File: config.mk
export PLATFORM = sky130hd
export DESIGN_NAME = ulm_uart_ctrl
export DESIGN_NICKNAME = d
export VERILOG_FILES = /design/src/rtl/ulm_pkg.sv /design/src/rtl/ulm_uart_ctrl.sv
export SDC_FILE = /design/constraint.sdc
export NUM_CORES = 1
export LEC_CHECK = 0
export ABC_AREA = 1
export BUFFER_PORTS_ARGS = -buffer_cell sky130_fd_sc_hd__buf_2
export CORE_UTILIZATION = 40
export CTS_CLUSTER_DIAMETER = 50
export DETAILED_ROUTE_END_ITERATION = 12
export PLACE_DENSITY = 0.56
export REMOVE_ABC_BUFFERS = 1
export SLEW_MARGIN = 20
export SYNTH_ARGS = -nofsm -noshare
export SYNTH_HDL_FRONTEND = slang
export SYNTH_SLANG_ARGS = --single-unit
File: constraint.sdc
create_clock -name pclk -period 5.6 [get_ports pclk]
set_clock_uncertainty 0.2 [all_clocks]
set_input_delay 0.84 -clock pclk [delete_from_list [all_inputs] [get_ports pclk]]
set_output_delay 0.84 -clock pclk [all_outputs]
set_load 0.02 [all_outputs]
File: src/rtl/ulm_pkg.sv
package ulm_pkg;

    // register byte addresses on the apb side
    localparam logic [4:0] ULM_DATA_OFF = 5'h00;
    localparam logic [4:0] ULM_IE_OFF   = 5'h04;
    localparam logic [4:0] ULM_LC_OFF   = 5'h08;
    localparam logic [4:0] ULM_MC_OFF   = 5'h0c;
    localparam logic [4:0] ULM_LS_OFF   = 5'h10;
    localparam logic [4:0] ULM_MS_OFF   = 5'h14;
    localparam logic [4:0] ULM_FC_OFF   = 5'h18;
    localparam logic [4:0] ULM_FLOW_OFF = 5'h1c;

    localparam logic [7:0]  ULM_LC_RST   = 8'h00;
    localparam logic [7:0]  ULM_MC_RST   = 8'h00;
    localparam logic [7:0]  ULM_IE_RST   = 8'h00;
    localparam logic [7:0]  ULM_FC_RST   = 8'h00;
    localparam logic [15:0] ULM_DIV_RST  = 16'h0001;
    localparam logic [7:0]  ULM_XON_RST  = 8'h11;
    localparam logic [7:0]  ULM_XOFF_RST = 8'h13;

    // line_control fields
    localparam int ULM_LC_PEN   = 3;
    localparam int ULM_LC_EPS   = 4;
    localparam int ULM_LC_STICK = 5;
    localparam int ULM_LC_BRK   = 6;
    localparam int ULM_LC_DLAB  = 7;
    // modem_control fields
    localparam int ULM_MC_DTR  = 0;
    localparam int ULM_MC_RTS  = 1;
    localparam int ULM_MC_OUT1 = 2;
    localparam int ULM_MC_OUT2 = 3;
    localparam int ULM_MC_LOOP = 4;
    localparam int ULM_MC_XANY = 5;
    localparam int ULM_MC_IR   = 6;
    localparam int ULM_MC_PRE  = 7;
    // feature_control fields
    localparam int ULM_FC_UNLOCK  = 0;
    localparam int ULM_FC_SWFLOW  = 1;
    localparam int ULM_FC_AUTORTS = 2;
    // interrupt_enable fields
    localparam int ULM_IE_RXD  = 0;
    localparam int ULM_IE_THRE = 1;
    localparam int ULM_IE_LS   = 2;
    localparam int ULM_IE_MS   = 3;
    // status fields
    localparam int ULM_LS_OE  = 1;
    localparam int ULM_MS_CTS = 0;
    localparam int ULM_MS_RI  = 2;

    localparam int ULM_PRE_SHIFT  = 2;
    localparam int ULM_IR_SHIFT   = 2;
    localparam int ULM_LAST_BIT   = 7;
    localparam int ULM_RTS_MARGIN = 4;

    typedef enum logic [2:0] {
        ULM_IDLE  = 3'b000,
        ULM_START = 3'b001,
        ULM_DATA  = 3'b010,
        ULM_PAR   = 3'b011,
        ULM_STOP  = 3'b100,
        ULM_BRKW  = 3'b101
    } ulm_state_type;

    // modem pins, all active low, in modem_status high-nibble order
    typedef struct packed {
        logic carrier_detect_in_n;
        logic ring_indicator_in_n;
        logic dsr_in_n;
        logic cts_in_n;
    } ulm_modem_type;

    typedef struct packed {
        logic       brk;
        logic       fe;
        logic       pe;
        logic [7:0] data;
    } ulm_rx_entry_type;

endpackage

File: src/rtl/ulm_uart_ctrl.sv
// Register access over APB and the address map were left to the implementer.
`timescale 1ns/100ps
// Notes on behaviour
// RULE1: parity disabled means no parity sent or checked
// RULE2: parity type zero odd, one even
// RULE3: forced parity is one or zero per type
// RULE4: break bit holds transmit output low
// RULE5: divisor-access bit steers shared addresses to divisor
// RULE6: terminal-ready pin is inverse of its bit
// RULE7: request-to-send inverse of bit unless auto flow
// RULE8: first aux bit drives ring input in loopback
// RULE9: interrupt-output bit enables irq, drives aux two
// RULE10: loopback bit selects internal loopback, reset off
// RULE11: loopback routes serial and modem lines internally
// RULE12: any character resumes halted transmit when enabled
// RULE13: infrared bit routes serial through encoder, idle low
// RULE14: prescaler bit divides baud clock by four
// RULE15: data ready while receive fifo holds data
// RULE16: full fifo sets overrun, drops new character
// RULE17: parity and framing tags travel with character
// RULE18: break sets flag, one break character stored
// RULE19: holding empty set when empty, cleared on write
// RULE20: transmitter idle when holding and shift empty
// RULE21: fifo error while any stored byte is tagged
// RULE22: line status interrupt cleared by status read
// RULE23: cts and dsr deltas flag any change
// RULE24: ring delta only when ringing ends
// RULE25: modem status read clears all delta flags
// RULE26: modem status interrupt cleared by status read
// RULE27: cts status inverts pin, loopback mirrors rts bit
module ulm_uart_ctrl
    import ulm_pkg::*;
#(
    parameter int RX_DEPTH = 64
) (
    input  wire logic          pclk,
    input  wire logic          presetn,
    input  wire logic          psel,
    input  wire logic          penable,
    input  wire logic          pwrite,
    input  wire logic [4:0]    paddr,
    input  wire logic [31:0]   pwdata,
    output logic      [31:0]   prdata,
    output logic               pready,
    output logic               pslverr,
    input  wire logic          rx_in,
    input  wire ulm_modem_type modem_in,
    output logic               tx_out,
    output logic               dtr_n_out,
    output logic               rts_n_out,
    output logic               aux_output_two,
    output logic               irq_out,
    output logic               irq_oe_n
);
    localparam int PW = $clog2(RX_DEPTH);
    localparam int CW = PW + 1;

    logic [7:0]          lc_q, mc_q, ie_q, fc_q, xon_q, xoff_q;
    logic [15:0]         div_q;
    logic [31:0]         rd_q, rdata_d;
    logic                ok_q, ok_d, wr, rd, dlab, unlock, loop, ir_en;
    logic [4:0]          raw, s1_q, s2_q, s3_q, filt_q;
    logic [17:0]         eff, top, tx_cnt_q, rxb_q;
    logic                tx_tick, rx_tick, tx_take, thr_wr, thr_full_q, tx_halt_q;
    logic [7:0]          thr_q, tsr_q, rsr_q;
    logic [2:0]          tx_n_q, rx_n_q;
    logic                tx_par_q, tx_ser, line, tx_line_q, ir_lat_q, rx_line;
    ulm_state_type       tx_st_q, rx_st_q;
    logic                rx_done_q, pe_q, fe_q, bk_q, pb_q;
    ulm_rx_entry_type    mem [RX_DEPTH];
    ulm_rx_entry_type    head;
    logic [RX_DEPTH-1:0] errv_q;
    logic [PW-1:0]       wp_q, rp_q;
    logic [CW-1:0]       cnt_q;
    logic                drop, rx_full, push, pop, ovr, sw, dr, thre, temt;
    logic                oe_q, lsi_q, ls_rd, ms_rd, aux_q;
    logic [7:0]          ls;
    logic [3:0]          msr_hi_q, delta_q, st_now, dset;

    function automatic logic par_fn(input logic [7:0] d, input logic [7:0] lc);
        par_fn = lc[ULM_LC_STICK] ? ~lc[ULM_LC_EPS] : (^d ^ ~lc[ULM_LC_EPS]); // RULE2 RULE3
    endfunction

    // apb: read data is caught in setup so the access phase never waits
    assign dlab    = lc_q[ULM_LC_DLAB];
    assign unlock  = fc_q[ULM_FC_UNLOCK];
    assign loop    = mc_q[ULM_MC_LOOP];
    assign ir_en   = mc_q[ULM_MC_IR] & unlock;
    assign sw      = fc_q[ULM_FC_SWFLOW] & unlock;
    assign wr      = psel & penable & ok_q & pwrite;
    assign rd      = psel & penable & ok_q & ~pwrite;
    assign pready  = 1'b1;
    assign pslverr = psel & penable & ~ok_q;
    assign prdata  = rd_q;

    always_comb begin
        rdata_d = '0;
        ok_d    = 1'b1;
        case (paddr)
            ULM_DATA_OFF: rdata_d[7:0] = dlab ? div_q[7:0] : head.data; // RULE5
            ULM_IE_OFF:   rdata_d[7:0] = dlab ? div_q[15:8] : ie_q;
            ULM_LC_OFF:   rdata_d[7:0] = lc_q;
            ULM_MC_OFF:   rdata_d[7:0] = mc_q;
            ULM_LS_OFF:   rdata_d[7:0] = ls;
            ULM_MS_OFF:   rdata_d[7:0] = {msr_hi_q, delta_q};
            ULM_FC_OFF:   rdata_d[7:0] = fc_q;
            ULM_FLOW_OFF: rdata_d[15:0] = {xoff_q, xon_q};
            default:      ok_d = 1'b0;
        endcase
    end

    always_ff @(posedge pclk or negedge presetn) begin
        if (!presetn) begin
            rd_q <= '0;
            ok_q <= 1'b0;
        end else if (psel && !penable) begin
            rd_q <= pwrite ? '0 : rdata_d;
            ok_q <= ok_d;
        end
    end

    always_ff @(posedge pclk or negedge presetn) begin
        if (!presetn) begin
            lc_q   <= ULM_LC_RST;
            mc_q   <= ULM_MC_RST;
            ie_q   <= ULM_IE_RST;
            fc_q   <= ULM_FC_RST;
            div_q  <= ULM_DIV_RST;
            xon_q  <= ULM_XON_RST;
            xoff_q <= ULM_XOFF_RST;
        end else if (wr) begin
            case (paddr)
                ULM_DATA_OFF: if (dlab) div_q[7:0] <= pwdata[7:0]; // RULE5
                ULM_IE_OFF: begin
                    if (dlab) div_q[15:8] <= pwdata[7:0];
                    else ie_q <= pwdata[7:0];
                end
                ULM_LC_OFF:   lc_q <= pwdata[7:0];
                ULM_MC_OFF:   mc_q <= pwdata[7:0]; // RULE10
                ULM_FC_OFF:   fc_q <= pwdata[7:0];
                ULM_FLOW_OFF: {xoff_q, xon_q} <= pwdata[15:0];
                default: ;
            endcase
        end
    end

    // pins: three stages, a change is taken once stages two and three agree
    assign raw = {rx_in, modem_in};
    always_ff @(posedge pclk or negedge presetn) begin
        if (!presetn) begin
            s1_q <= '1;
            s2_q <= '1;
            s3_q <= '1;
        end else begin
            s1_q <= raw;
            s2_q <= s1_q;
            s3_q <= s2_q;
        end
    end

    for (genvar g = 0; g < 5; g++) begin : g_filt
        always_ff @(posedge pclk or negedge presetn) begin
            if (!presetn) filt_q[g] <= 1'b1;
            else if (s2_q[g] == s3_q[g]) filt_q[g] <= s3_q[g];
        end
    end

    // one bit time is divisor cycles, times four with the prescaler
    assign eff = (mc_q[ULM_MC_PRE] && unlock) ? 18'({2'b00, div_q} << ULM_PRE_SHIFT)
                                               : {2'b00, div_q}; // RULE14
    assign top     = (eff == '0) ? '0 : eff - 18'd1;
    assign tx_tick = (tx_cnt_q == '0);
    assign rx_tick = (rxb_q == '0);

    // transmit holding register and shifter
    assign thr_wr  = wr && paddr == ULM_DATA_OFF && !dlab;
    assign tx_take = tx_st_q == ULM_IDLE && thr_full_q && !tx_halt_q;

    always_ff @(posedge pclk or negedge presetn) begin
        if (!presetn) begin
            thr_q      <= '0;
            thr_full_q <= 1'b0;
        end else if (thr_wr) begin
            thr_q      <= pwdata[7:0];
            thr_full_q <= 1'b1; // RULE19
        end else if (tx_take) begin
            thr_full_q <= 1'b0;
        end
    end

    always_ff @(posedge pclk or negedge presetn) begin
        if (!presetn) begin
            tx_st_q  <= ULM_IDLE;
            tx_cnt_q <= '0;
            tsr_q    <= '0;
            tx_n_q   <= '0;
            tx_par_q <= 1'b0;
        end else begin
            tx_cnt_q <= (tx_tick || tx_take) ? top : tx_cnt_q - 18'd1;
            case (tx_st_q)
                ULM_IDLE: if (tx_take) begin
                    tsr_q    <= thr_q;
                    tx_par_q <= par_fn(thr_q, lc_q);
                    tx_n_q   <= '0;
                    tx_st_q  <= ULM_START;
                end
                ULM_START: if (tx_tick) tx_st_q <= ULM_DATA;
                ULM_DATA: if (tx_tick) begin
                    tsr_q  <= tsr_q >> 1;
                    tx_n_q <= tx_n_q + 3'd1;
                    if (tx_n_q == 3'(ULM_LAST_BIT))
                        tx_st_q <= lc_q[ULM_LC_PEN] ? ULM_PAR : ULM_STOP; // RULE1
                end
                ULM_PAR:  if (tx_tick) tx_st_q <= ULM_STOP;
                ULM_STOP: if (tx_tick) tx_st_q <= ULM_IDLE;
                default:  tx_st_q <= ULM_IDLE;
            endcase
        end
    end

    always_comb begin
        case (tx_st_q)
            ULM_START: tx_ser = 1'b0;
            ULM_DATA:  tx_ser = tsr_q[0];
            ULM_PAR:   tx_ser = tx_par_q;
            default:   tx_ser = 1'b1;
        endcase
    end
    assign line = lc_q[ULM_LC_BRK] ? 1'b0 : tx_ser; // RULE4

    // ir pulse covers the first quarter of each zero bit, idle is low
    always_ff @(posedge pclk or negedge presetn) begin
        if (!presetn) begin
            tx_line_q <= 1'b1;
            tx_out    <= 1'b1;
        end else begin
            tx_line_q <= line;
            if (loop) tx_out <= 1'b1; // RULE11
            else if (ir_en) tx_out <= !line && tx_cnt_q >= top - (top >> ULM_IR_SHIFT); // RULE13
            else tx_out <= line; // RULE4
        end
    end

    // receiver: ir decode latches the short pulse until the bit is sampled
    always_ff @(posedge pclk or negedge presetn) begin
        if (!presetn) ir_lat_q <= 1'b0;
        else if (filt_q[4]) ir_lat_q <= 1'b1; // a pulse at the sample edge is kept
        else if (rx_tick && rx_st_q != ULM_IDLE) ir_lat_q <= 1'b0;
    end
    assign rx_line = loop ? tx_line_q : (ir_en ? !ir_lat_q : filt_q[4]); // RULE11 RULE13

    always_ff @(posedge pclk or negedge presetn) begin
        if (!presetn) begin
            rx_st_q   <= ULM_IDLE;
            rxb_q     <= '0;
            rsr_q     <= '0;
            rx_n_q    <= '0;
            pe_q      <= 1'b0;
            fe_q      <= 1'b0;
            bk_q      <= 1'b0;
            pb_q      <= 1'b0;
            rx_done_q <= 1'b0;
        end else begin
            rx_done_q <= 1'b0;
            rxb_q     <= rx_tick ? top : rxb_q - 18'd1;
            case (rx_st_q)
                ULM_IDLE: begin
                    rxb_q <= top >> 1;
                    if (!rx_line) rx_st_q <= ULM_START;
                end
                ULM_START: if (rx_tick) begin
                    rx_st_q <= rx_line ? ULM_IDLE : ULM_DATA;
                    rx_n_q  <= '0;
                    pe_q    <= 1'b0;
                    pb_q    <= 1'b0;
                end
                ULM_DATA: if (rx_tick) begin
                    rsr_q  <= {rx_line, rsr_q[7:1]};
                    rx_n_q <= rx_n_q + 3'd1;
                    if (rx_n_q == 3'(ULM_LAST_BIT))
                        rx_st_q <= lc_q[ULM_LC_PEN] ? ULM_PAR : ULM_STOP; // RULE1
                end
                ULM_PAR: if (rx_tick) begin
                    pe_q    <= rx_line != par_fn(rsr_q, lc_q); // RULE2 RULE3
                    pb_q    <= rx_line;
                    rx_st_q <= ULM_STOP;
                end
                ULM_STOP: if (rx_tick) begin
                    fe_q      <= !rx_line; // RULE17
                    bk_q      <= !rx_line && rsr_q == '0 && !pb_q; // RULE18
                    rx_done_q <= 1'b1;
                    rx_st_q   <= rx_line ? ULM_IDLE : ULM_BRKW;
                end
                // a held-low line yields one character, then waits for mark
                ULM_BRKW: if (rx_line) rx_st_q <= ULM_IDLE; // RULE18
                default: rx_st_q <= ULM_IDLE;
            endcase
        end
    end

    // software flow: xoff halts, xon resumes, or any character when the xany bit is set
    assign drop = sw && (rsr_q == xon_q || rsr_q == xoff_q); // RULE12
    always_ff @(posedge pclk or negedge presetn) begin
        if (!presetn) tx_halt_q <= 1'b0;
        else if (!sw) tx_halt_q <= 1'b0;
        else if (rx_done_q && rsr_q == xoff_q) tx_halt_q <= 1'b1;
        else if (rx_done_q && (rsr_q == xon_q || (mc_q[ULM_MC_XANY] && unlock)))
            tx_halt_q <= 1'b0; // RULE12
    end

    // receive fifo with a per-entry error tag for the summary flag
    assign rx_full = cnt_q == CW'(RX_DEPTH);
    assign push    = rx_done_q && !drop && !rx_full;
    assign ovr     = rx_done_q && !drop && rx_full; // RULE16
    assign dr      = cnt_q != '0;
    assign pop     = rd && paddr == ULM_DATA_OFF && !dlab && dr;
    assign head    = mem[rp_q];

    always_ff @(posedge pclk) begin
        if (push) mem[wp_q] <= '{bk_q, fe_q, pe_q, rsr_q}; // RULE17
    end

    always_ff @(posedge pclk or negedge presetn) begin
        if (!presetn) begin
            wp_q   <= '0;
            rp_q   <= '0;
            cnt_q  <= '0;
            errv_q <= '0;
        end else begin
            if (push) begin
                wp_q         <= (wp_q == PW'(RX_DEPTH - 1)) ? '0 : wp_q + PW'(1);
                errv_q[wp_q] <= pe_q | fe_q | bk_q; // RULE21
            end
            if (pop) begin
                rp_q         <= (rp_q == PW'(RX_DEPTH - 1)) ? '0 : rp_q + PW'(1);
                errv_q[rp_q] <= 1'b0; // RULE21
            end
            cnt_q <= cnt_q + CW'(push) - CW'(pop);
        end
    end

    // line status; error tags follow the head entry
    assign thre = !thr_full_q; // RULE19
    assign temt = thre && tx_st_q == ULM_IDLE; // RULE20
    assign ls   = {|errv_q, temt, thre, dr & head.brk, dr & head.fe, dr & head.pe,
                   oe_q, dr}; // RULE15 RULE17 RULE21
    assign ls_rd = rd && paddr == ULM_LS_OFF;
    assign ms_rd = rd && paddr == ULM_MS_OFF;

    // overrun clears only if the read showed it, the interrupt on any status read; a new event in the same cycle wins
    always_ff @(posedge pclk or negedge presetn) begin
        if (!presetn) begin
            oe_q  <= 1'b0;
            lsi_q <= 1'b0;
        end else begin
            oe_q  <= (oe_q & !(ls_rd && rd_q[ULM_LS_OE])) | ovr; // RULE16
            lsi_q <= (lsi_q & !ls_rd) | ovr | (push & (pe_q | fe_q | bk_q)); // RULE22
        end
    end

    assign st_now = loop ? {mc_q[ULM_MC_OUT2], mc_q[ULM_MC_OUT1], mc_q[ULM_MC_DTR],
                            mc_q[ULM_MC_RTS]} : ~filt_q[3:0]; // RULE8 RULE11 RULE27
    assign dset   = {msr_hi_q[3] ^ st_now[3], msr_hi_q[2] & !st_now[2],
                     msr_hi_q[1:0] ^ st_now[1:0]}; // RULE23 RULE24

    always_ff @(posedge pclk or negedge presetn) begin
        if (!presetn) begin
            msr_hi_q <= '0;
            delta_q  <= '0;
        end else begin
            msr_hi_q <= st_now;
            delta_q  <= (delta_q & ~(ms_rd ? rd_q[3:0] : 4'h0)) | dset; // RULE25 RULE26
        end
    end

    // modem pins and interrupt line, all from flops
    always_ff @(posedge pclk or negedge presetn) begin
        if (!presetn) begin
            dtr_n_out <= 1'b1;
            rts_n_out <= 1'b1;
            aux_q     <= 1'b1;
            irq_out   <= 1'b0;
        end else begin
            dtr_n_out <= !mc_q[ULM_MC_DTR]; // RULE6
            if (fc_q[ULM_FC_AUTORTS] && unlock)
                rts_n_out <= cnt_q >= CW'(RX_DEPTH - ULM_RTS_MARGIN); // RULE7
            else
                rts_n_out <= !mc_q[ULM_MC_RTS]; // RULE7
            aux_q   <= !mc_q[ULM_MC_OUT2]; // RULE9
            irq_out <= (ie_q[ULM_IE_RXD] & dr) | (ie_q[ULM_IE_THRE] & thre)
                     | (ie_q[ULM_IE_LS] & lsi_q) | (ie_q[ULM_IE_MS] & |delta_q); // RULE23
        end
    end
    assign aux_output_two = aux_q;
    assign irq_oe_n       = aux_q; // RULE9
endmodule

## Yosys cells after proc, flatten, opt, wreduce, memory -nomap -nowiden

Memory sizes are Yosys's and may differ from the RTL's.
Index checks and enable logic that the tools add are counted.

| storage, ports and cells | value |
|---|---|
| word-level logic and storage cells | 304 |
| memories kept | 1 |
| bits in registers | 297 |
| output and inout bits | 40 |
| memory bits (writable) | 704 |

Memories:

| name | words | bits a word | rd ports | clocked after Yosys merged registers in | write ports | line | RTL |
|---|---|---|---|---|---|---|---|
| mem | 64 | 11 | 1 | 0 | 1 | ulm_uart_ctrl.sv:70 | `ulm_rx_entry_type mem [RX_DEPTH];` |

| cells by class | value |
|---|---|
| order comparisons | 6 |
| bitwise gates (word level) | 40 |
| reductions and logical operators | 80 |
| equal/unequal tests | 43 |
| multiplexer cells | 74 |
| add/sub/neg operators | 10 |

Operators with widths:

| kind | number |
|---|---|
| 64-bit 2-to-1 mux | 2 |
| 18-bit 2-to-1 mux | 5 |
| 64-bit bitwise AND | 1 |
| 64-bit bitwise mux | 1 |
| 64-bit inverter | 1 |
| 8-bit case mux with 8 select lines | 1 |
| 64-bit OR reduction | 1 |
| 3-bit 2-to-1 mux | 19 |
| 18-bit logical NOT | 3 |
| 18-bit by 1-bit subtractor with 18-bit output (second input constant) | 3 |
| 8-bit 2-to-1 mux | 5 |
| 1-bit logical AND | 27 |
| 2-bit != test (second input constant) | 13 |
| 1-bit 2-to-1 mux | 25 |
| 5-bit == test (second input constant) | 4 |
| 1-bit bitwise AND | 18 |
| 18-bit greater-or-equal comparator | 1 |
| 3-bit case mux with 6 select lines | 1 |
| 3-bit AND reduction | 6 |
| 18-bit by 16-bit subtractor with 18-bit output | 1 |
| 8-bit == test | 2 |
| 1-bit logical NOT | 16 |
| 16-bit 2-to-1 mux | 1 |
| 8-bit case mux with 2 select lines | 1 |
| other kinds (45) | 95 |

## Depth between registers and ports, before layout

| logic depth | value |
|---|---|
| depth after elaboration | 9 |
| mapped depth | 32 |
| gate-level depth less buffers | 32 |

## Least setup slack after synthesis

No wires, ideal clock.

| timing | value |
|---|---|
| path kind | flip-flop to flip-flop |
| start | register fc_q[0] |
| end | register tx_out |
| stages on the path, launching flop included | 31 |
| arrival | 4246 ps |
| buffers on the path | 0 |
| setup time | 64 ps |
| data required time | 5336 ps |
| slack | 1090 ps |
| clock period less this slack | 4510 ps |
| cells stage by stage | dfrtp_1 nand2_4 inv_1 nor2_1 inv_1 ha_1 nand3_1 nand3b_1 nor2_2 nand2_4 nand2_1 inv_1 ha_1 inv_1 fa_1 a21oi_1 o21ai_0 nand2_1 nand2_1 nand2_1 nor2_1 nor2_1 o21bai_1 xor2_1 ha_1 nand2_1 nor4_1 o2111ai_1 o2111ai_1 nand2_1 nand3_1 |

| between the ends | value |
|---|---|
| word-level cells in the longest chain between the ends | 9 |
| elaborated cells between the ends (all ways) | 11 |
| those cells by class | add/sub: 2; order compare: 1; mux: 4; bitwise: 1; reduce/logical: 3 |

RTL lines:

| element | line | RTL |
|---|---|---|
| from (decl) | ulm_uart_ctrl.sv:58 | `logic [7:0] lc_q, mc_q, ie_q, fc_q, xon_q, xoff_q;` |
| from (signal assigned) | ulm_uart_ctrl.sv:140 | `ULM_FC_OFF: fc_q <= pwdata[7:0];` |
| 1-bit logical AND | ulm_uart_ctrl.sv:169 | `assign eff = (mc_q[ULM_MC_PRE] && unlock) ? 18'({2'b00, div_q} << ULM_PRE_SHIFT)` |
| 18-bit 2-to-1 mux | ulm_uart_ctrl.sv:169 |  |
| 18-bit by 1-bit subtractor with 18-bit output or 18-bit logical NOT (tied branches) | ulm_uart_ctrl.sv:171 | `assign top = (eff == '0) ? '0 : eff - 18'd1;` |
| 18-bit 2-to-1 mux | ulm_uart_ctrl.sv:171 |  |
| 18-bit by 16-bit subtractor with 18-bit output | ulm_uart_ctrl.sv:239 | `else if (ir_en) tx_out <= !line && tx_cnt_q >= top - (top >> ULM_IR_SHIFT);` |
| 18-bit greater-or-equal comparator | ulm_uart_ctrl.sv:239 |  |
| 1-bit logical AND | ulm_uart_ctrl.sv:239 |  |
| 1-bit 2-to-1 mux (*) | ulm_uart_ctrl.sv:239 |  |
| 1-bit 2-to-1 mux (*) | ulm_uart_ctrl.sv:238 | `if (loop) tx_out <= 1'b1;` |
| to (signal assigned) | ulm_uart_ctrl.sv:239 |  |
| to (signal assigned) | ulm_uart_ctrl.sv:240 | `else tx_out <= line;` |
| to (decl) | ulm_uart_ctrl.sv:48 | `output logic tx_out,` |

Mark *: on every way between the ends. The rest lies on a longest branch, timed or not.
A chain may end at the register's enable or synchronous reset.

## Final worst setup path

| timing | value |
|---|---|
| start | register mc_q[7] |
| end | register tx_out |

| between the ends | value |
|---|---|
| word-level cells in the longest chain between the ends | 9 |
| elaborated cells between the ends (all ways) | 10 |
| those cells by class | add/sub: 2; order compare: 1; mux: 4; reduce/logical: 3 |

RTL lines:

| element | line | RTL |
|---|---|---|
| from (decl) | ulm_uart_ctrl.sv:58 |  |
| from (signal assigned) | ulm_uart_ctrl.sv:139 | `ULM_MC_OFF: mc_q <= pwdata[7:0];` |
| 1-bit logical AND (*) | ulm_uart_ctrl.sv:169 |  |
| 18-bit 2-to-1 mux (*) | ulm_uart_ctrl.sv:169 |  |
| 18-bit by 1-bit subtractor with 18-bit output or 18-bit logical NOT (tied branches) | ulm_uart_ctrl.sv:171 |  |
| 18-bit 2-to-1 mux (*) | ulm_uart_ctrl.sv:171 |  |
| 18-bit by 16-bit subtractor with 18-bit output (*) | ulm_uart_ctrl.sv:239 |  |
| 18-bit greater-or-equal comparator (*) | ulm_uart_ctrl.sv:239 |  |
| 1-bit logical AND (*) | ulm_uart_ctrl.sv:239 |  |
| 1-bit 2-to-1 mux (*) | ulm_uart_ctrl.sv:239 |  |
| 1-bit 2-to-1 mux (*) | ulm_uart_ctrl.sv:238 |  |

Marked as above.

==> impl_metrics.env <==
export IMPL_outcome="complete, but fails checks"
export IMPL_violations="negative hold slack"
export IMPL_cp_slowest_cell="dfrtp_1"
export IMPL_grt_max_degree=136
export IMPL_clk_pin_slew_ns=0.06
export IMPL_cp_depth=29
export IMPL_syn2layout_area_growth_pct=12.8
export IMPL_p_int_mw=13.6
export IMPL_wl_per_cell_um=19.2
export IMPL_r2r_start="mc_q[7]"
export IMPL_tightest_slew_ns=1.09
export IMPL_drt_iter0_markers=3125
export IMPL_ctsLongestPathBuffers=3
export IMPL_crit_path_max_fanout=12
export IMPL_slew_violations=0
export IMPL_tns_ns=0
export IMPL_r2r_cells=29
export IMPL_ios=87
export IMPL_avgSynthCellArea_um2=8.95
export IMPL_syn_area_um2=46500
export IMPL_p_sw_mw=5.39
export IMPL_synth_edf_count=704
export IMPL_cp_start_kind="flop"
export IMPL_start_util=0.405
export IMPL_grt_pass1_wl_mm=202
export IMPL_crit_required_ns=6.05
export IMPL_cp_top_family="simple AND/OR/NAND/NOR gates"
export IMPL_worst_ir_drop_vdd_v=0.000254
export IMPL_post_route_util=0.457
export IMPL_rsz0062_at_grt="no"
export IMPL_clock_latency_ns=0.72
export IMPL_power_density_nw_per_um2=362
export IMPL_port_buffers=53
export IMPL_fmax_mhz=193
export IMPL_max_slew_margin=0.270
export IMPL_cts_sinks=985
export IMPL_cts_tree="yes"
export IMPL_antenna_found_initial=2
export IMPL_grt_pass1_vias=33000
export IMPL_dr_pass1_iters=6
export IMPL_ys_types=59
export IMPL_cts_root_buf="clkbuf_16"
export IMPL_arrival_ns=5.62
export IMPL_share_comb_of_total_power=0.159
export IMPL_tritoncts_num_buffers=117
export IMPL_min_path_type="in -> async"
export IMPL_vias_per_cell=5.04
export IMPL_final_antenna_net_count=0
export IMPL_synth_seq_cells=985
export IMPL_yosys_most_used_dff="edfxtp_1"
export IMPL_syn_inst=5193
export IMPL_pwr_share_clk=0.402
export IMPL_drv_cap=0
export IMPL_drt_total_wl_mm=131
export IMPL_whs_ns=-0.0831
export IMPL_nets=5341
export IMPL_die_y_um=343
export IMPL_yosysWarningCount=0
export IMPL_h_tree_depth=3
export IMPL_seq_area_frac_synth=0.607
export IMPL_r2r_end="tx_out"
export IMPL_async_flop_share=0.285
export IMPL_path_class="reg -> reg"
export IMPL_drc=0
export IMPL_p_seq_frac=0.439
export IMPL_hold_viol=10
export IMPL_r2r_slack_ns=0.43
export IMPL_leakage_nw=23.9
export IMPL_rows=124
export IMPL_grt_total_usage=0.224
export IMPL_slowest_delay_ns=0.43
export IMPL_post_route_period_util=0.924
export IMPL_fp_dieArea_um2=118000
export IMPL_gp_congestion=0.905
export IMPL_cp_num_buf_inv=4
export IMPL_gr_total_overflow=0
export IMPL_drive_above_1_share=0.0812
export IMPL_core_um2=115000
export IMPL_setup_violations=0
export IMPL_die_w_um=343
export IMPL_vias=34500
export IMPL_crit_path_end_kind="flop"
export IMPL_dp_final_hpwl_mm=81.1
export IMPL_switching_share=0.283
export IMPL_min_period_ns=5.17
export IMPL_cpMostUsedCell="nand2_1"
==> area by class of cell <==
type | instances | area (um2)
antenna | 1 | 2.50
inverter | 380 | 1440
clock buffer | 139 | 3100
clock inverter | 82 | 815
sequential | 985 | 28200
multi-input combinational | 3621 | 16000
fill | 11000 | 62400
tap | 1512 | 1890
timing repair buffer | 126 | 971
==> per-layer routing <==
metal	routed length, um	up-vias	global-route usage
met4	3670	0	0.0686
met5	0	-	0
met2	59600	919	0.352
met3	7480	210	0.0285
li1	-	16900	-
met1	60400	16500	0.322
==> repair_timing <==
action,CTS,global route
gates resized for setup,0,4
endpoints found under the hold margin,4,0
setup buffers,0,0
hold buffers,4,0
endpoints found under the setup margin,0,1
==> per-stage QoR <==
step	power (mW)	worst slack (ns)	cell area (um2)	instances	hold WS [ns]
3_5_place_dp	11.5	0.293	48500	6620	0.147
6_report	19.0	0.426	52400	6846	-0.0831
2_1_floorplan	10.5	-7.58	45600	4986	0.145
5_1_grt	19.8	0.0284	52400	6845	0.00590
3_3_place_gp	11.5	0.336	48500	6620	0.146
4_1_cts	19.1	0.275	52400	6845	0.000527
==> power by group through the flow <==
stage,combinational (mW),clock [mW],sequential (mW)
after floorplan,2.00,0,8.49
after CTS,3.01,7.77,8.34
after global placement,2.97,0,8.48
after global routing,3.40,8.05,8.38
after detailed placement,3.00,0,8.48
final,3.01,7.64,8.35
==> state kept, by name, summed over array words and instances (netlist names), 16 cells and up <==
| signal | count |
|---|---|
| mem | 704 |
| errv_q | 64 |
| rxb_q | 18 |
| tx_cnt_q | 18 |
| div_q | 16 |
| prdata | 16 |
==> cells in the mapped netlist, types with 31 or more instances <==
| cell | number | area (um2) |
|---|---|---|
| nand2_1 | 2469 | 9270 |
| buf_2 | 36 | 180 |
| nand3_1 | 71 | 355 |
| xor2_1 | 48 | 420 |
| o21ai_0 | 177 | 886 |
| nor2_1 | 345 | 1290 |
| nand4_1 | 88 | 551 |
| ha_1 | 61 | 763 |
| edfxtp_1 | 704 | 21100 |
| clkbuf_1 | 138 | 518 |
| dfrtp_1 | 250 | 6260 |
| a21oi_1 | 101 | 505 |
| inv_1 | 369 | 1390 |
| dfstp_2 | 31 | 815 |
==> layout by cell type, fill, tap and decap left out, types with 17 or more instances in the layout <==
cell | Yosys | layout
nand2_1 | 2469 | 2468
edfxtp_1 | 704 | 704
inv_1 | 369 | 366
nor2_1 | 345 | 339
dfrtp_1 | 250 | 235
o21ai_0 | 177 | 175
clkbuf_16 | 0 | 119
a21oi_1 | 101 | 101
nand4_1 | 88 | 88
nand3_1 | 71 | 71
ha_1 | 61 | 61
buf_4 | 18 | 58
buf_2 | 36 | 52
xor2_1 | 48 | 48
dfstp_2 | 31 | 31
nor3_1 | 30 | 29
xnor2_1 | 27 | 27
clkinv_2 | 0 | 27
nor4_1 | 23 | 23
clkinv_1 | 6 | 20
nor2_2 | 12 | 18
o22ai_1 | 17 | 17
conb_1 | 2 | 17
==> worst max-delay path by stage <==
stage,startpoint,endpoint,slack [ns]
floorplan,rp_q[0],prdata[6],-7.58
global placement,mc_q[7],tx_out,0.34
detailed placement,mc_q[7],tx_out,0.29
CTS,mc_q[7],tx_out,0.27
global route,mc_q[7],tx_out,0.03
finish,mc_q[7],tx_out,0.43
==> cell families after synthesis <==
kind of cell | share of synthesized area
AOI/OAI and AO/OA | 0.0449
xor gates and xnor gates | 0.0141
adders and majority gates | 0.0184
buffers and inverters | 0.0513
DFF | 0.607
muxes | 0.00151
other | 0.000162
and+or+nand+nor | 0.263
(Power assumes the default switching activity.)
